File: config.mk
export PLATFORM = sky130hd
export DESIGN_NAME = opad_top
export DESIGN_NICKNAME = d
export VERILOG_FILES = /design/src/opad_pkg.sv /design/src/opad_addr_if.sv /design/src/opad_addr_calc.sv /design/src/opad_top.sv
export VERILOG_INCLUDE_DIRS = /design/src
export SDC_FILE = /design/constraint.sdc
export NUM_CORES = 1
export LEC_CHECK = 0
export BUFFER_PORTS_ARGS = -buffer_cell sky130_fd_sc_hd__buf_2
export CAP_MARGIN = 20
export CORE_MARGIN = 2
export CORE_UTILIZATION = 35
export CTS_CLUSTER_SIZE = 28
export DETAILED_ROUTE_END_ITERATION = 8
export GPL_TIMING_DRIVEN = 1
export SKIP_CTS_REPAIR_TIMING = 1
export SLEW_MARGIN = 0
export SYNTH_ARGS = -nofsm -noshare
export SYNTH_HDL_FRONTEND = slang
export SYNTH_SLANG_ARGS = --single-unit
File: constraint.sdc
create_clock -name pclk -period 2.7 [get_ports pclk]
set_clock_uncertainty 0.05 [all_clocks]
set_input_delay 0.27 -clock pclk [delete_from_list [all_inputs] [get_ports pclk]]
set_output_delay 0.27 -clock pclk [all_outputs]
set_load 0.02 [all_outputs]
File: src/opad_defines.svh
// Offsets, field positions, windows and reset values of the operand
// address decoder. Assumes inclusion by bare name from design files.
`ifndef OPAD_DEFINES_SVH
`define OPAD_DEFINES_SVH

// ----------
// Register byte offsets on the APB
// ----------
`define OPAD_OFF_OPSEL 12'h000
`define OPAD_OFF_VALUE 12'h004
`define OPAD_OFF_PC 12'h008
`define OPAD_OFF_SEG 12'h00C
`define OPAD_OFF_REGSEL 12'h010
`define OPAD_OFF_FLAGCTL 12'h014
`define OPAD_OFF_PREFIX 12'h018
`define OPAD_OFF_FLAGS 12'h01C
`define OPAD_OFF_ADDR 12'h020
`define OPAD_OFF_IMM 12'h024
`define OPAD_OFF_SPLIT 12'h028
`define OPAD_OFF_REGIDX 12'h02C
`define OPAD_OFF_STATUS 12'h030

// ----------
// Field positions
// ----------
`define OPAD_REGSEL_BREG_LSB 0
`define OPAD_REGSEL_PAIR_LSB 4
`define OPAD_REGSEL_BANK_LSB 8
`define OPAD_FLAG_ZMODE_LSB 0
`define OPAD_FLAG_HMODE_LSB 2
`define OPAD_FLAG_CMODE_LSB 4
`define OPAD_FLAG_ZRES_BIT 6
`define OPAD_FLAG_HRES_BIT 7
`define OPAD_FLAG_CRES_BIT 8
`define OPAD_FLAGS_C_BIT 0
`define OPAD_FLAGS_H_BIT 1
`define OPAD_FLAGS_Z_BIT 2
`define OPAD_FLAGS_BANK_LSB 4
`define OPAD_SPLIT_NIB_LSB 24
`define OPAD_SPLIT_HI_LSB 8
`define OPAD_SPLIT_LO_LSB 0

// ----------
// Address windows and fixed register numbers
// ----------
`define OPAD_SFR_BASE 20'hFFF00
`define OPAD_SADDR_BASE 20'hFFE20
`define OPAD_CALLT_BASE 16'h0080
`define OPAD_NEAR_SEG 4'hF
`define OPAD_ACC_BYTE_REG 3'h1
`define OPAD_ACC_PAIR 2'h0

// ----------
// Reset values
// ----------
`define OPAD_RST_WORD20 20'h00000
`define OPAD_RST_SEG 4'h0
`define OPAD_RST_BANK 2'h0

`endif

File: src/opad_pkg.sv
// Types shared by the operand address decoder and its address unit.
// Assumes nothing beyond a SystemVerilog compiler.
package opad_pkg;

    // Operand kinds, selected by a write to the operand select register
    typedef enum logic [3:0] {
        OK_SFR,
        OK_SFRP,
        OK_SADDR,
        OK_SADDRP,
        OK_ABS16,
        OK_ABS16W,
        OK_ABS20,
        OK_CALLT,
        OK_REL8,
        OK_REL16,
        OK_IND,
        OK_IMM16,
        OK_IMM8,
        OK_IMM3
    } opad_kind_type;

    // Four ways an instruction treats one flag
    typedef enum logic [1:0] {
        FM_KEEP,
        FM_CLEAR,
        FM_SET,
        FM_RESULT
    } opad_flag_mode_type;

    // Byte registers in numbering order
    typedef enum logic [2:0] {
        BR_X, BR_A, BR_C, BR_B, BR_E, BR_D, BR_L, BR_H
    } opad_byte_reg_type;

    // Register pairs in numbering order
    typedef enum logic [1:0] {
        PR_ACC, PR_BC, PR_DE, PR_HL
    } opad_pair_type;

endpackage : opad_pkg

File: src/opad_addr_if.sv
// Carrier between the decoder top and its address unit.
// Assumes opad_pkg is compiled first.
`timescale 1ns/1ps
`default_nettype none

interface opad_addr_if;
    import opad_pkg::*;
    opad_kind_type kind;
    logic [19:0] value;
    logic [19:0] pc;
    logic [3:0] seg;
    logic seg_on;
    logic [19:0] addr;
    logic [15:0] imm;
    logic valid;

    // Top side: supplies the operand, takes the result
    modport user (
        output kind, value, pc, seg, seg_on,
        input addr, imm, valid
    );
    // Address unit side
    modport calc (
        input kind, value, pc, seg, seg_on,
        output addr, imm, valid
    );
endinterface : opad_addr_if

`default_nettype wire

File: src/opad_addr_calc.sv
// Combinational address former for one operand.
// Assumes opad_pkg and opad_defines.svh; inputs other than kind are stable registers.
`timescale 1ns/1ps
`default_nettype none
`include "opad_defines.svh"

module opad_addr_calc (
    // Operand in, address and immediate out
    opad_addr_if.calc ops
);
    import opad_pkg::*;

    // Clears bit 0 of an even-only operand address
    function automatic logic [19:0] even_only(input logic [19:0] a);
        even_only = {a[19:1], 1'b0};
    endfunction : even_only

    // Picks the 64 KB segment: near area, or the segment after a prefix
    function automatic logic [19:0] seg_addr(input logic on,
        input logic [3:0] seg, input logic [15:0] off);
        seg_addr = on ? {seg, off} : {`OPAD_NEAR_SEG, off};
    endfunction : seg_addr

    logic [19:0] sext8;
    logic [19:0] sext16;
    logic [19:0] sfr_a;
    logic [19:0] saddr_a;
    logic [15:0] callt_a;

    // Sign extension of branch displacements before the add
    assign sext8 = {{12{ops.value[7]}}, ops.value[7:0]}; // [RULE_10]
    assign sext16 = {{4{ops.value[15]}}, ops.value[15:0]}; // [RULE_10]
    // Fixed windows from an 8-bit offset, call table from a 5-bit one
    assign sfr_a = `OPAD_SFR_BASE | {12'h000, ops.value[7:0]}; // [RULE_03]
    assign saddr_a = `OPAD_SADDR_BASE + {12'h000, ops.value[7:0]}; // [RULE_04]
    assign callt_a = `OPAD_CALLT_BASE | {10'h000, ops.value[4:0], 1'b0}; // [RULE_07]

    // Address and immediate forming per operand kind
    always_comb
    begin
        ops.addr = 20'h00000;
        ops.imm = 16'h0000;
        ops.valid = 1'b1;
        case (ops.kind)
            OK_SFR: ops.addr = sfr_a; // [RULE_03]
            OK_SFRP: ops.addr = even_only(sfr_a); // [RULE_05]
            OK_SADDR: ops.addr = saddr_a; // [RULE_04]
            OK_SADDRP: ops.addr = even_only(saddr_a); // [RULE_05]
            OK_ABS16, OK_IND: ops.addr = seg_addr(ops.seg_on, ops.seg,
                ops.value[15:0]); // [RULE_06] [RULE_09] [RULE_15]
            OK_ABS16W: ops.addr = even_only(seg_addr(ops.seg_on, ops.seg,
                ops.value[15:0])); // [RULE_05] [RULE_15]
            OK_ABS20: ops.addr = ops.value; // [RULE_06]
            OK_CALLT: ops.addr = {4'h0, callt_a}; // [RULE_07] [RULE_05]
            OK_REL8: ops.addr = ops.pc + sext8; // [RULE_10]
            OK_REL16: ops.addr = ops.pc + sext16; // [RULE_10]
            OK_IMM16: ops.imm = ops.value[15:0]; // [RULE_08]
            OK_IMM8: ops.imm = {8'h00, ops.value[7:0]}; // [RULE_08]
            OK_IMM3: ops.imm = {13'h0000, ops.value[2:0]}; // [RULE_08]
            default: ops.valid = 1'b0; // [RULE_17]
        endcase
    end

endmodule : opad_addr_calc

`default_nettype wire

File: src/opad_top.sv
// Operand address decoder: APB register front end, register numbering,
// bank selection, flag update and extension-segment prefix tracking.
// Assumes an APB master on pclk and opad_addr_calc for address forming.
//
// Summary of operation
// RULE_01: Byte registers numbered X A C B E D L H
// RULE_02: Pairs numbered accumulator, BC, DE, HL
// RULE_03: Special register operand stays in FFF00H-FFFFFH
// RULE_04: Short direct operand stays in FFE20H-FFF1FH
// RULE_05: Even-only operands force address bit 0 low
// RULE_06: Absolute forms span 20-bit and 16-bit ranges
// RULE_07: Call table entries even within 0080H-00BFH
// RULE_08: Immediates are 16, 8 or 3 bits
// RULE_09: Absolute, immediate, indirect and segment forms supported
// RULE_10: Branch offsets sign-extended, added to PC
// RULE_11: Four banks, chosen by the bank flag
// RULE_12: 20-bit value splits nibble, high, low byte
// RULE_13: A and word pair are the accumulators
// RULE_14: Each flag kept, cleared, set or computed
// RULE_15: Segment prefix covers only the next instruction
// RULE_16: No interrupt or DMA inside a prefix
// RULE_17: Undefined encodings cause no effect
//
// The APB register port and the placing of the registers were left to the implementer.
`timescale 1ns/1ps
`default_nettype none
`include "opad_defines.svh"

module opad_top (
    // Clock and reset
    input wire logic pclk,
    input wire logic presetn,
    // APB slave
    input wire logic psel,
    input wire logic penable,
    input wire logic pwrite,
    input wire logic [11:0] paddr,
    input wire logic [31:0] pwdata,
    output logic [31:0] prdata,
    output logic pready,
    output logic pslverr,
    // Decoded operand towards the datapath
    output logic [19:0] eff_addr,
    output logic [15:0] operand_imm,
    output logic [4:0] byte_reg_index,
    output logic [4:0] pair_reg_index,
    output logic [2:0] program_state_word,
    // Holds off interrupt and DMA acceptance
    output logic irq_dma_hold
);
    import opad_pkg::*;

    // ----------
    // Functions
    // ----------

    // Applies one of the four flag treatments
    function automatic logic flag_next(input opad_flag_mode_type m,
        input logic old, input logic res);
        case (m)
            FM_KEEP: flag_next = old; // [RULE_14]
            FM_CLEAR: flag_next = 1'b0; // [RULE_14]
            FM_SET: flag_next = 1'b1; // [RULE_14]
            FM_RESULT: flag_next = res; // [RULE_14]
            default: flag_next = old;
        endcase
    endfunction : flag_next

    // Absolute byte register index inside the bank file
    function automatic logic [4:0] breg_index(input logic [1:0] bank,
        input opad_byte_reg_type r);
        breg_index = {bank, r}; // [RULE_01] [RULE_11]
    endfunction : breg_index

    // Index of a pair's low byte register inside the bank file
    function automatic logic [4:0] pair_index(input logic [1:0] bank,
        input opad_pair_type p);
        pair_index = {bank, p, 1'b0}; // [RULE_02] [RULE_11]
    endfunction : pair_index

    // Spreads a 20-bit value into nibble, high and low byte fields
    function automatic logic [31:0] split20(input logic [19:0] v);
        split20 = 32'h00000000;
        split20[`OPAD_SPLIT_NIB_LSB +: 4] = v[19:16]; // [RULE_12]
        split20[`OPAD_SPLIT_HI_LSB +: 8] = v[15:8]; // [RULE_12]
        split20[`OPAD_SPLIT_LO_LSB +: 8] = v[7:0]; // [RULE_12]
    endfunction : split20

    // Says whether an offset holds a register
    function automatic logic is_mapped(input logic [11:0] a);
        case (a)
            `OPAD_OFF_OPSEL, `OPAD_OFF_VALUE, `OPAD_OFF_PC,
            `OPAD_OFF_SEG, `OPAD_OFF_REGSEL, `OPAD_OFF_FLAGCTL,
            `OPAD_OFF_PREFIX, `OPAD_OFF_FLAGS, `OPAD_OFF_ADDR,
            `OPAD_OFF_IMM, `OPAD_OFF_SPLIT, `OPAD_OFF_REGIDX,
            `OPAD_OFF_STATUS: is_mapped = 1'b1;
            default: is_mapped = 1'b0;
        endcase
    endfunction : is_mapped

    // ----------
    // State
    // ----------
    opad_kind_type kind_r;
    logic [19:0] value_r;
    logic [19:0] pc_r;
    logic [3:0] seg_r;
    opad_byte_reg_type breg_r;
    opad_pair_type pair_r;
    logic [1:0] bank_r;
    logic [5:0] flagctl_r;
    logic z_r;
    logic h_r;
    logic c_r;
    logic prefix_pend_r;
    logic seg_used_r;
    logic [19:0] addr_r;
    logic [15:0] imm_r;
    logic [31:0] prdata_r;
    logic [31:0] prdata_nxt;
    logic pslverr_r;
    logic setup;
    logic wr_en;
    opad_kind_type kind_nxt;
    logic issue;

    opad_addr_if ops_if ();

    // ----------
    // APB decode
    // ----------

    // Zero-wait slave: every access phase ends at its first edge
    assign pready = 1'b1;
    assign setup = psel & ~penable;
    assign wr_en = psel & penable & pwrite & is_mapped(paddr);
    assign kind_nxt = opad_kind_type'(pwdata[3:0]);
    // A valid operand select write issues one instruction's operand
    assign issue = wr_en & (paddr == `OPAD_OFF_OPSEL) & ops_if.valid;

    // ----------
    // Address unit
    // ----------

    // Kind comes straight from the bus during the issuing write
    assign ops_if.kind = kind_nxt;
    assign ops_if.value = value_r;
    assign ops_if.pc = pc_r;
    assign ops_if.seg = seg_r;
    assign ops_if.seg_on = prefix_pend_r; // [RULE_15]

    opad_addr_calc u_calc (
        .ops (ops_if.calc)
    );

    // ----------
    // Software written registers
    // ----------

    // Operand value, program counter and segment
    always_ff @(posedge pclk or negedge presetn)
    begin
        if (!presetn)
        begin
            value_r <= `OPAD_RST_WORD20;
            pc_r <= `OPAD_RST_WORD20;
            seg_r <= `OPAD_RST_SEG;
        end
        else if (wr_en)
        begin
            case (paddr)
                `OPAD_OFF_VALUE: value_r <= pwdata[19:0];
                `OPAD_OFF_PC: pc_r <= pwdata[19:0];
                `OPAD_OFF_SEG: seg_r <= pwdata[3:0];
                default: ;
            endcase
        end
    end

    // Register, pair and bank selection
    always_ff @(posedge pclk or negedge presetn)
    begin
        if (!presetn)
        begin
            breg_r <= BR_X;
            pair_r <= PR_ACC;
            bank_r <= `OPAD_RST_BANK;
        end
        else if (wr_en && paddr == `OPAD_OFF_REGSEL)
        begin
            breg_r <= opad_byte_reg_type'(
                pwdata[`OPAD_REGSEL_BREG_LSB +: 3]); // [RULE_01]
            pair_r <= opad_pair_type'(
                pwdata[`OPAD_REGSEL_PAIR_LSB +: 2]); // [RULE_02]
            bank_r <= pwdata[`OPAD_REGSEL_BANK_LSB +: 2]; // [RULE_11]
        end
    end

    // ----------
    // Flag update
    // ----------

    // A flag control write applies its three treatments at once
    always_ff @(posedge pclk or negedge presetn)
    begin
        if (!presetn)
        begin
            z_r <= 1'b0;
            h_r <= 1'b0;
            c_r <= 1'b0;
            flagctl_r <= 6'h00;
        end
        else if (wr_en && paddr == `OPAD_OFF_FLAGCTL)
        begin
            flagctl_r <= pwdata[5:0];
            z_r <= flag_next(opad_flag_mode_type'(
                pwdata[`OPAD_FLAG_ZMODE_LSB +: 2]), z_r,
                pwdata[`OPAD_FLAG_ZRES_BIT]); // [RULE_14]
            h_r <= flag_next(opad_flag_mode_type'(
                pwdata[`OPAD_FLAG_HMODE_LSB +: 2]), h_r,
                pwdata[`OPAD_FLAG_HRES_BIT]); // [RULE_14]
            c_r <= flag_next(opad_flag_mode_type'(
                pwdata[`OPAD_FLAG_CMODE_LSB +: 2]), c_r,
                pwdata[`OPAD_FLAG_CRES_BIT]); // [RULE_14]
        end
    end

    // ----------
    // Segment prefix
    // ----------

    // Armed by a prefix write, consumed by the next issued operand
    always_ff @(posedge pclk or negedge presetn)
    begin
        if (!presetn)
        begin
            prefix_pend_r <= 1'b0;
            seg_used_r <= 1'b0;
        end
        else if (wr_en && paddr == `OPAD_OFF_PREFIX && pwdata[0])
        begin
            prefix_pend_r <= 1'b1; // [RULE_16]
        end
        else if (issue)
        begin
            seg_used_r <= prefix_pend_r; // [RULE_15]
            prefix_pend_r <= 1'b0; // [RULE_15]
        end
    end

    // ----------
    // Decoded operand
    // ----------

    // Undefined kinds leave every result untouched
    always_ff @(posedge pclk or negedge presetn)
    begin
        if (!presetn)
        begin
            kind_r <= OK_SFR;
            addr_r <= `OPAD_RST_WORD20;
            imm_r <= 16'h0000;
        end
        else if (issue) // [RULE_17]
        begin
            kind_r <= kind_nxt;
            addr_r <= ops_if.addr; // [RULE_09]
            imm_r <= ops_if.imm; // [RULE_08]
        end
    end

    // ----------
    // Read path
    // ----------

    // Read data selection by offset
    always_comb
    begin
        prdata_nxt = 32'h00000000;
        case (paddr)
            `OPAD_OFF_OPSEL: prdata_nxt[3:0] = kind_r;
            `OPAD_OFF_VALUE: prdata_nxt[19:0] = value_r;
            `OPAD_OFF_PC: prdata_nxt[19:0] = pc_r;
            `OPAD_OFF_SEG: prdata_nxt[3:0] = seg_r;
            `OPAD_OFF_REGSEL:
            begin
                prdata_nxt[`OPAD_REGSEL_BREG_LSB +: 3] = breg_r;
                prdata_nxt[`OPAD_REGSEL_PAIR_LSB +: 2] = pair_r;
                prdata_nxt[`OPAD_REGSEL_BANK_LSB +: 2] = bank_r;
            end
            `OPAD_OFF_FLAGCTL: prdata_nxt[5:0] = flagctl_r;
            `OPAD_OFF_PREFIX: prdata_nxt[0] = prefix_pend_r;
            `OPAD_OFF_FLAGS:
            begin
                prdata_nxt[`OPAD_FLAGS_C_BIT] = c_r;
                prdata_nxt[`OPAD_FLAGS_H_BIT] = h_r;
                prdata_nxt[`OPAD_FLAGS_Z_BIT] = z_r;
                prdata_nxt[`OPAD_FLAGS_BANK_LSB +: 2] = bank_r; // [RULE_11]
            end
            `OPAD_OFF_ADDR: prdata_nxt[19:0] = addr_r;
            `OPAD_OFF_IMM: prdata_nxt[15:0] = imm_r;
            `OPAD_OFF_SPLIT: prdata_nxt = split20(value_r); // [RULE_12]
            `OPAD_OFF_REGIDX:
            begin
                prdata_nxt[4:0] = breg_index(bank_r, breg_r);
                prdata_nxt[12:8] = pair_index(bank_r, pair_r);
                prdata_nxt[20:16] = breg_index(bank_r,
                    opad_byte_reg_type'(`OPAD_ACC_BYTE_REG)); // [RULE_13]
                prdata_nxt[28:24] = pair_index(bank_r,
                    opad_pair_type'(`OPAD_ACC_PAIR)); // [RULE_13]
            end
            `OPAD_OFF_STATUS:
            begin
                prdata_nxt[0] = prefix_pend_r;
                prdata_nxt[1] = seg_used_r;
            end
            default: prdata_nxt = 32'h00000000;
        endcase
    end

    // Read data and error captured in the setup cycle
    always_ff @(posedge pclk or negedge presetn)
    begin
        if (!presetn)
        begin
            prdata_r <= 32'h00000000;
            pslverr_r <= 1'b0;
        end
        else if (setup)
        begin
            prdata_r <= pwrite ? 32'h00000000 : prdata_nxt;
            pslverr_r <= ~is_mapped(paddr);
        end
    end

    // ----------
    // Outputs
    // ----------
    assign prdata = prdata_r;
    assign pslverr = pslverr_r;
    assign eff_addr = addr_r;
    assign operand_imm = imm_r;
    assign byte_reg_index = breg_index(bank_r, breg_r); // [RULE_01]
    assign pair_reg_index = pair_index(bank_r, pair_r); // [RULE_02]
    assign program_state_word = {z_r, h_r, c_r};
    // Asserted from the prefix until its instruction is issued
    assign irq_dma_hold = prefix_pend_r; // [RULE_16]

endmodule : opad_top

`default_nettype wire

**After elaboration in Yosys (flattened, before gate mapping)**

Memory sizes are Yosys's and may differ from the RTL's.
Index checks and enable logic that the tools add are counted.

- Add/sub/neg operators: 3
- Equality and inequality tests: 34
- Multiplexer cells: 26
- Bitwise gates (word level): 12
- Reductions and logical operators: 23

Operators by type and width:

| operator | count |
|---|---|
| 20-bit one-hot mux with 10 select lines | 1 |
| 12-bit by 6-bit equality test with 1-bit output, second input constant | 5 |
| 12-bit by 5-bit equality test with 1-bit output, second input constant | 4 |
| 16-bit one-hot mux with 3 select lines | 1 |
| 20-bit adder | 2 |
| 29-bit two-way mux | 1 |
| 12-bit by 4-bit equality test with 1-bit output, second input constant | 2 |
| 4-bit equality test, second input constant | 6 |
| 20-bit two-way mux | 1 |
| 1-bit one-hot mux with 10 select lines | 2 |
| 4-bit by 3-bit equality test with 1-bit output, second input constant | 4 |
| 1-bit one-hot mux with 8 select lines | 2 |
| 4-bit one-hot mux with 4 select lines | 1 |
| 3-bit one-hot mux with 5 select lines | 1 |
| 2-bit AND reduction | 7 |
| 14-bit OR reduction | 1 |
| 12-bit by 3-bit equality test with 1-bit output, second input constant | 1 |
| 2-bit equality test, second input constant | 6 |
| 12-bit zero test | 1 |
| 2-bit one-hot mux with 6 select lines | 1 |
| 3-bit one-hot mux with 4 select lines | 1 |
| 10-bit by 9-bit adder with 11-bit output, first input constant | 1 |
| 5-bit one-hot mux with 2 select lines | 1 |
| 1-bit one-hot mux with 3 select lines | 3 |
| 15 further kinds | 42 |

- Register bits: 135
- ROM bits: 128
- Input bits: 49
- Output and inout bits: 84
- Memories: 2

Memory list:

| memory | depth | width | rd ports | clocked after memory_dff | wr ports | RTL line | source |
|---|---|---|---|---|---|---|---|
| (no name shown) | 64 | 1 | 1 | 0 | 0 | opad_top.sv:91 | `case (a)` |
| (no name shown) | 64 | 1 | 1 | 0 | 0 | opad_top.sv:91 |  |

**Depth between registers and ports, before layout**

- Depth in word-level cells: 7
- Depth in mapped cells: 12
- Gate-level depth less buffers: 11

**Modules after synthesis**

From an unflattened synthesis, not the netlist that was laid out.

- Cell total of the unflattened synthesis: 774
- Area total of the unflattened synthesis: 8174.1 µm²

Modules (own cells, without submodules):

| module | times used | cells an instance | area each (µm²) |
|---|---|---|---|
| opad_top | 1 | 530 | 6478.7 |
| opad_addr_calc | 1 | 244 | 1695.4 |

**Least setup slack after synthesis**

Ideal clock, no wire load.

- Path kind: input port to flip-flop
- From: input pwdata[2]
- To: register addr_r[19] (netlist: eff_addr[19])
- Library setup time: 0.069 ns
- Data arrival time: 2.789 ns
- Required time: 2.581 ns
- Setup slack: -0.208 ns
- Stages: 12
- Buffers on the path: 1
- Path through: nand2b_1 nor2_1 clkbuf_1 a21boi_1 a31o_2 ha_1 a21oi_1 o211ai_1 a21oi_1 a31oi_1 or4b_1 nand3_1

- Cells in the longest elaborated chain, start to end: 4

RTL lines:

| item | RTL line | source |
|---|---|---|
| start: declaration | opad_top.sv:38 | `input wire logic [31:0] pwdata,` |
| 4-bit by 1-bit equality test with 1-bit output, or another cell as far along | opad_addr_calc.sv:44 | `case (ops.kind)` |
| 14-bit OR reduction (no line) | n/a |  |
| 1-bit two-way mux | opad_addr_calc.sv:44 |  |
| 1-bit AND | opad_top.sv:139 | `` assign issue = wr_en & (paddr == `OPAD_OFF_OPSEL) & ops_if.valid; `` |
| end signal: assignment | opad_top.sv:261 | `` addr_r <= `OPAD_RST_WORD20; `` |
| end signal: assignment | opad_top.sv:267 | `addr_r <= ops_if.addr;` |
| end: declaration | opad_top.sv:117 | `logic [19:0] addr_r;` |

Parallel ways exist; a longest one is shown, timed or not.
A chain may end at the register's enable or synchronous reset.

**Final worst setup path**

- From: register pc_r[0] (netlist: ops_if.pc[0])
- To: register addr_r[16] (netlist: eff_addr[16])

- Cells in the longest elaborated chain, start to end: 2

RTL lines:

| item | RTL line | source |
|---|---|---|
| start: declaration | opad_top.sv:106 | `logic [19:0] pc_r;` |
| start signal: assignment | opad_top.sv:166 | `` pc_r <= `OPAD_RST_WORD20; `` |
| start signal: assignment | opad_top.sv:173 | `` `OPAD_OFF_PC: pc_r <= pwdata[19:0]; `` |
| 20-bit adder, on equally long branches | opad_addr_calc.sv:56, opad_addr_calc.sv:55 |  |
| 20-bit one-hot mux with 10 select lines (*) | opad_addr_calc.sv:44 |  |

Every way passes the cells marked *; elsewhere a longest branch is shown, timed or not.

==> results.yml <==
yosys:
  avgSynthCellArea_um2: 9.61
  synth_top_area_share: 0.415
  async_flop_share: 1.00
  synth_cells: 810
  synth_cell_types: 79
  synth_area_mm2: 0.00778
  synth_edf_count: 0
  synth_top_cell_by_area: "dfrtp_1"
  synth_area_leaders: "dfrtp_1 41%, nand2_1 4.8%, mux2_2 4.2%, o21ai_0 3.9%, mux2_1 3.6%"
  ys_ff_latch: 129
  yosysSeqAreaShare: 0.415
  yosys_warnings: 0
  synthFlopType: "dfrtp_1"
layout:
  layout.cells.non_filler: 1266
  fin_util: 0.450
  area_delta_synth_final_pct: 26.1
  seq_area_mm2: 0.00323
  nets: 1045
  fill_cells: 2080
  drive_above_1_share: 0.301
  fin_area_mm2: 0.00981
  antennaDiodeCount: 0
  multi_input_area_mm2: 0.00421
place:
  placedCellCount: 1232
  io_buffer_count: 112
  hpwl_um: 20600
  gp_congestion: 0.912
  dp_slack_ns: -0.152
  post_dp_cell_area_mm2: 0.00913
pwr:
  sequentialPowerShare: 0.404
  ir_worst_vdd_v: 0.000341
  p_leak_nw: 4.73
  total_power_mw: 4.80
  power.internal_mw: 3.65
  p_clk_frac: 0.530
  sw_frac_of_total: 0.239
  power_switching_mw: 1.15
  power.density_mw_per_mm2: 489
  combPwrFrac: 0.066
worst_setup_path:
  r2r_cells: 9
  worst-setup-path-type: "flop to flop"
  end_kind: "flop"
  cp.required_ns: 2.96
  arrival_ns: 2.89
  rr_startpoint: "ops_if.pc[0]"
  cpMaxStageDelayCell: "dfrtp_1"
  start_kind: "flop"
  crit_fanout: 5
  max_stage_delay_ns: 0.37
  r2r_end: "eff_addr[16]"
  path_cells: "ha_2 > inv_1 > fa_2 > nor2b_2 > o31a_1 > o2111ai_4 > and4_1 > o2111a_1 > or3_1"
  r2r_slack_ns: 0.06
global_route:
  antenna_found_initial: 0
  gr-usage-met2: 0.365
  grt_pass1_vias: 7084
  grt.busiest_layer: "met2"
  grt_pass1_wl_um: 42300
  grt_max_degree: 67
  grtUsageMet3: 0.0468
  gr-total-overflow: 0
  grt_use_met1: 0.324
  grtUsageTotal: 0.235
route:
  drc: 0
  drtIter0Drc: 706
  vias_per_cell: 5.74
  vias: 7270
  detail-route-antenna-nets: 0
  finalWirelength_um: 27600
  dr.pass1.iters: 6
  wl_per_cell_um: 21.8
clock_tree:
  tritoncts: "yes"
  clock_path_buffers: 2
  clock_sinks: 129
  clk_pin_slew_worst_paths_ns: 0.06
  h-tree-depth: 4
  root_buffer: "clkbuf_16"
  cts_inserted_buffers: 17
  clk-insertion-delay-late_ns: 0.43
sta:
  setup_viol: 0
  max_freq_mhz: 379
  slew_violations: 0
  min_period_ns: 2.64
  finalCritPeriodShare: 0.977
  grt_setup_unrepaired: "false"
  hold_viol: 0
  fin_hold_ws_ns: 0.0193
  slew_headroom: 0.314
  setup_slack_ns: 0.0617
  worst_pin_slew_ns: 1.00
  timing.setup.tns_ns: 0
worst_hold_path:
  min_to: "ops_if.value[13]"
  hp-class: "input pin to flop"
  worstHoldStart: "pwdata[13]"
  min_path_cells: 2
floorplan:
  placementRows: 54
  die_h_um: 153
  die_w_um: 153
  ios: 133
  initial_core_util: 0.357
  dieArea_mm2: 0.0234
  coreArea_mm2: 0.0218
status:
  status: "finished, final reports clean"
flow_run:
  drv_cap: 0
==> cell families after synthesis <==
group                    count (synthesis)  synth area share
flip-flops                             129             0.415
buffers and inverters                   78            0.0529
multiplexers                            61            0.0878
adder cells (fa/ha/maj)                 23            0.0379
other                                    2          0.000965
AO/OA/AOI/OAI                          270             0.240
XOR/XNOR                                 9            0.0101
AND/OR/NAND/NOR                        238             0.156
==> state kept, by name, indices dropped and copies added, names as in the netlist, 3 cells and up <==
register / flops
ops_if.value: 20
operand_imm: 16
flagctl_r: 6
ops_if.seg: 4
breg_r: 3
ops_if.pc: 20
prdata: 26
eff_addr: 20
kind_r: 4
==> Yosys cell counts, types with 18 or more instances <==
| library cell | n |
|---|---|
| o21ai_0 | 60 |
| dfrtp_1 | 129 |
| mux2_1 | 25 |
| nor2_1 | 39 |
| clkbuf_1 | 24 |
| nand2_1 | 99 |
| buf_4 | 18 |
| mux2_2 | 29 |
| nand3_1 | 20 |
| ha_1 | 22 |
| a21oi_1 | 45 |
==> worst max-delay path by stage <==
stage | start | end | slack (ns)
global placement | pwdata[2] | eff_addr[19] | -0.07
floorplan | pwdata[2] | eff_addr[16] | 0.03
CTS | ops_if.pc[0] | eff_addr[16] | -0.002
finish | ops_if.pc[0] | eff_addr[16] | 0.06
global route | ops_if.pc[0] | eff_addr[16] | 0.006
detailed placement | pwdata[2] | eff_addr[19] | -0.15
==> layer usage <==
metal	wire (µm)	part of all wire	vias up
li1	-	-	3344
met1	12200	0.44	3563
met2	12500	0.45	310
met3	2010	0.073	53
met4	839	0.030	0
met5	0	0	-
==> cell type report <==
cell class | count | area share
Clock buffer | 20 | 0.0476
Clock inverter | 12 | 0.0182
Multi-Input combinational cell | 609 | 0.429
Timing Repair Buffer | 203 | 0.135
Inverter | 13 | 0.00497
Tap cell | 280 | 0.0357
Sequential cell | 129 | 0.329
==> power by group through the flow <==
| stage | sequential [mW] | clock (mW) | combinational [mW] |
|---|---|---|---|
| floorplan | 1.98 | 0 | 0.150 |
| global placement | 1.97 | 0 | 0.309 |
| detailed placement | 1.97 | 0 | 0.311 |
| CTS | 1.94 | 2.58 | 0.312 |
| global route | 1.94 | 2.65 | 0.341 |
| finish | 1.94 | 2.54 | 0.315 |
==> critical path, delay by kind of cell (launching register included) <==
kind                     cells  cell delay, ns
AO/OA/AOI/OAI                3            0.69
adder cells (fa/ha/maj)      2            0.58
buffers and inverters        1            0.06
flip-flops                   1            0.37
AND/OR/NAND/NOR              3            0.77
==> cells in the final DEF (no fill, tap or decap), types with 10 or more instances in the layout <==
master / count
mux2_1: 25
nor2_1: 38
clkbuf_16: 17
dfrtp_1: 129
a22oi_1: 15
inv_1: 12
a21oi_1: 44
nor3_1: 12
a22o_1: 16
a21o_1: 10
nand2b_1: 10
a31oi_1: 11
buf_2: 111
o21ai_1: 12
nand2_1: 99
mux2_2: 29
ha_1: 21
o21ai_0: 60
nand3_1: 20
o21a_1: 12
buf_4: 84
a222oi_1: 13
Power figures use the tool's default switching activity.
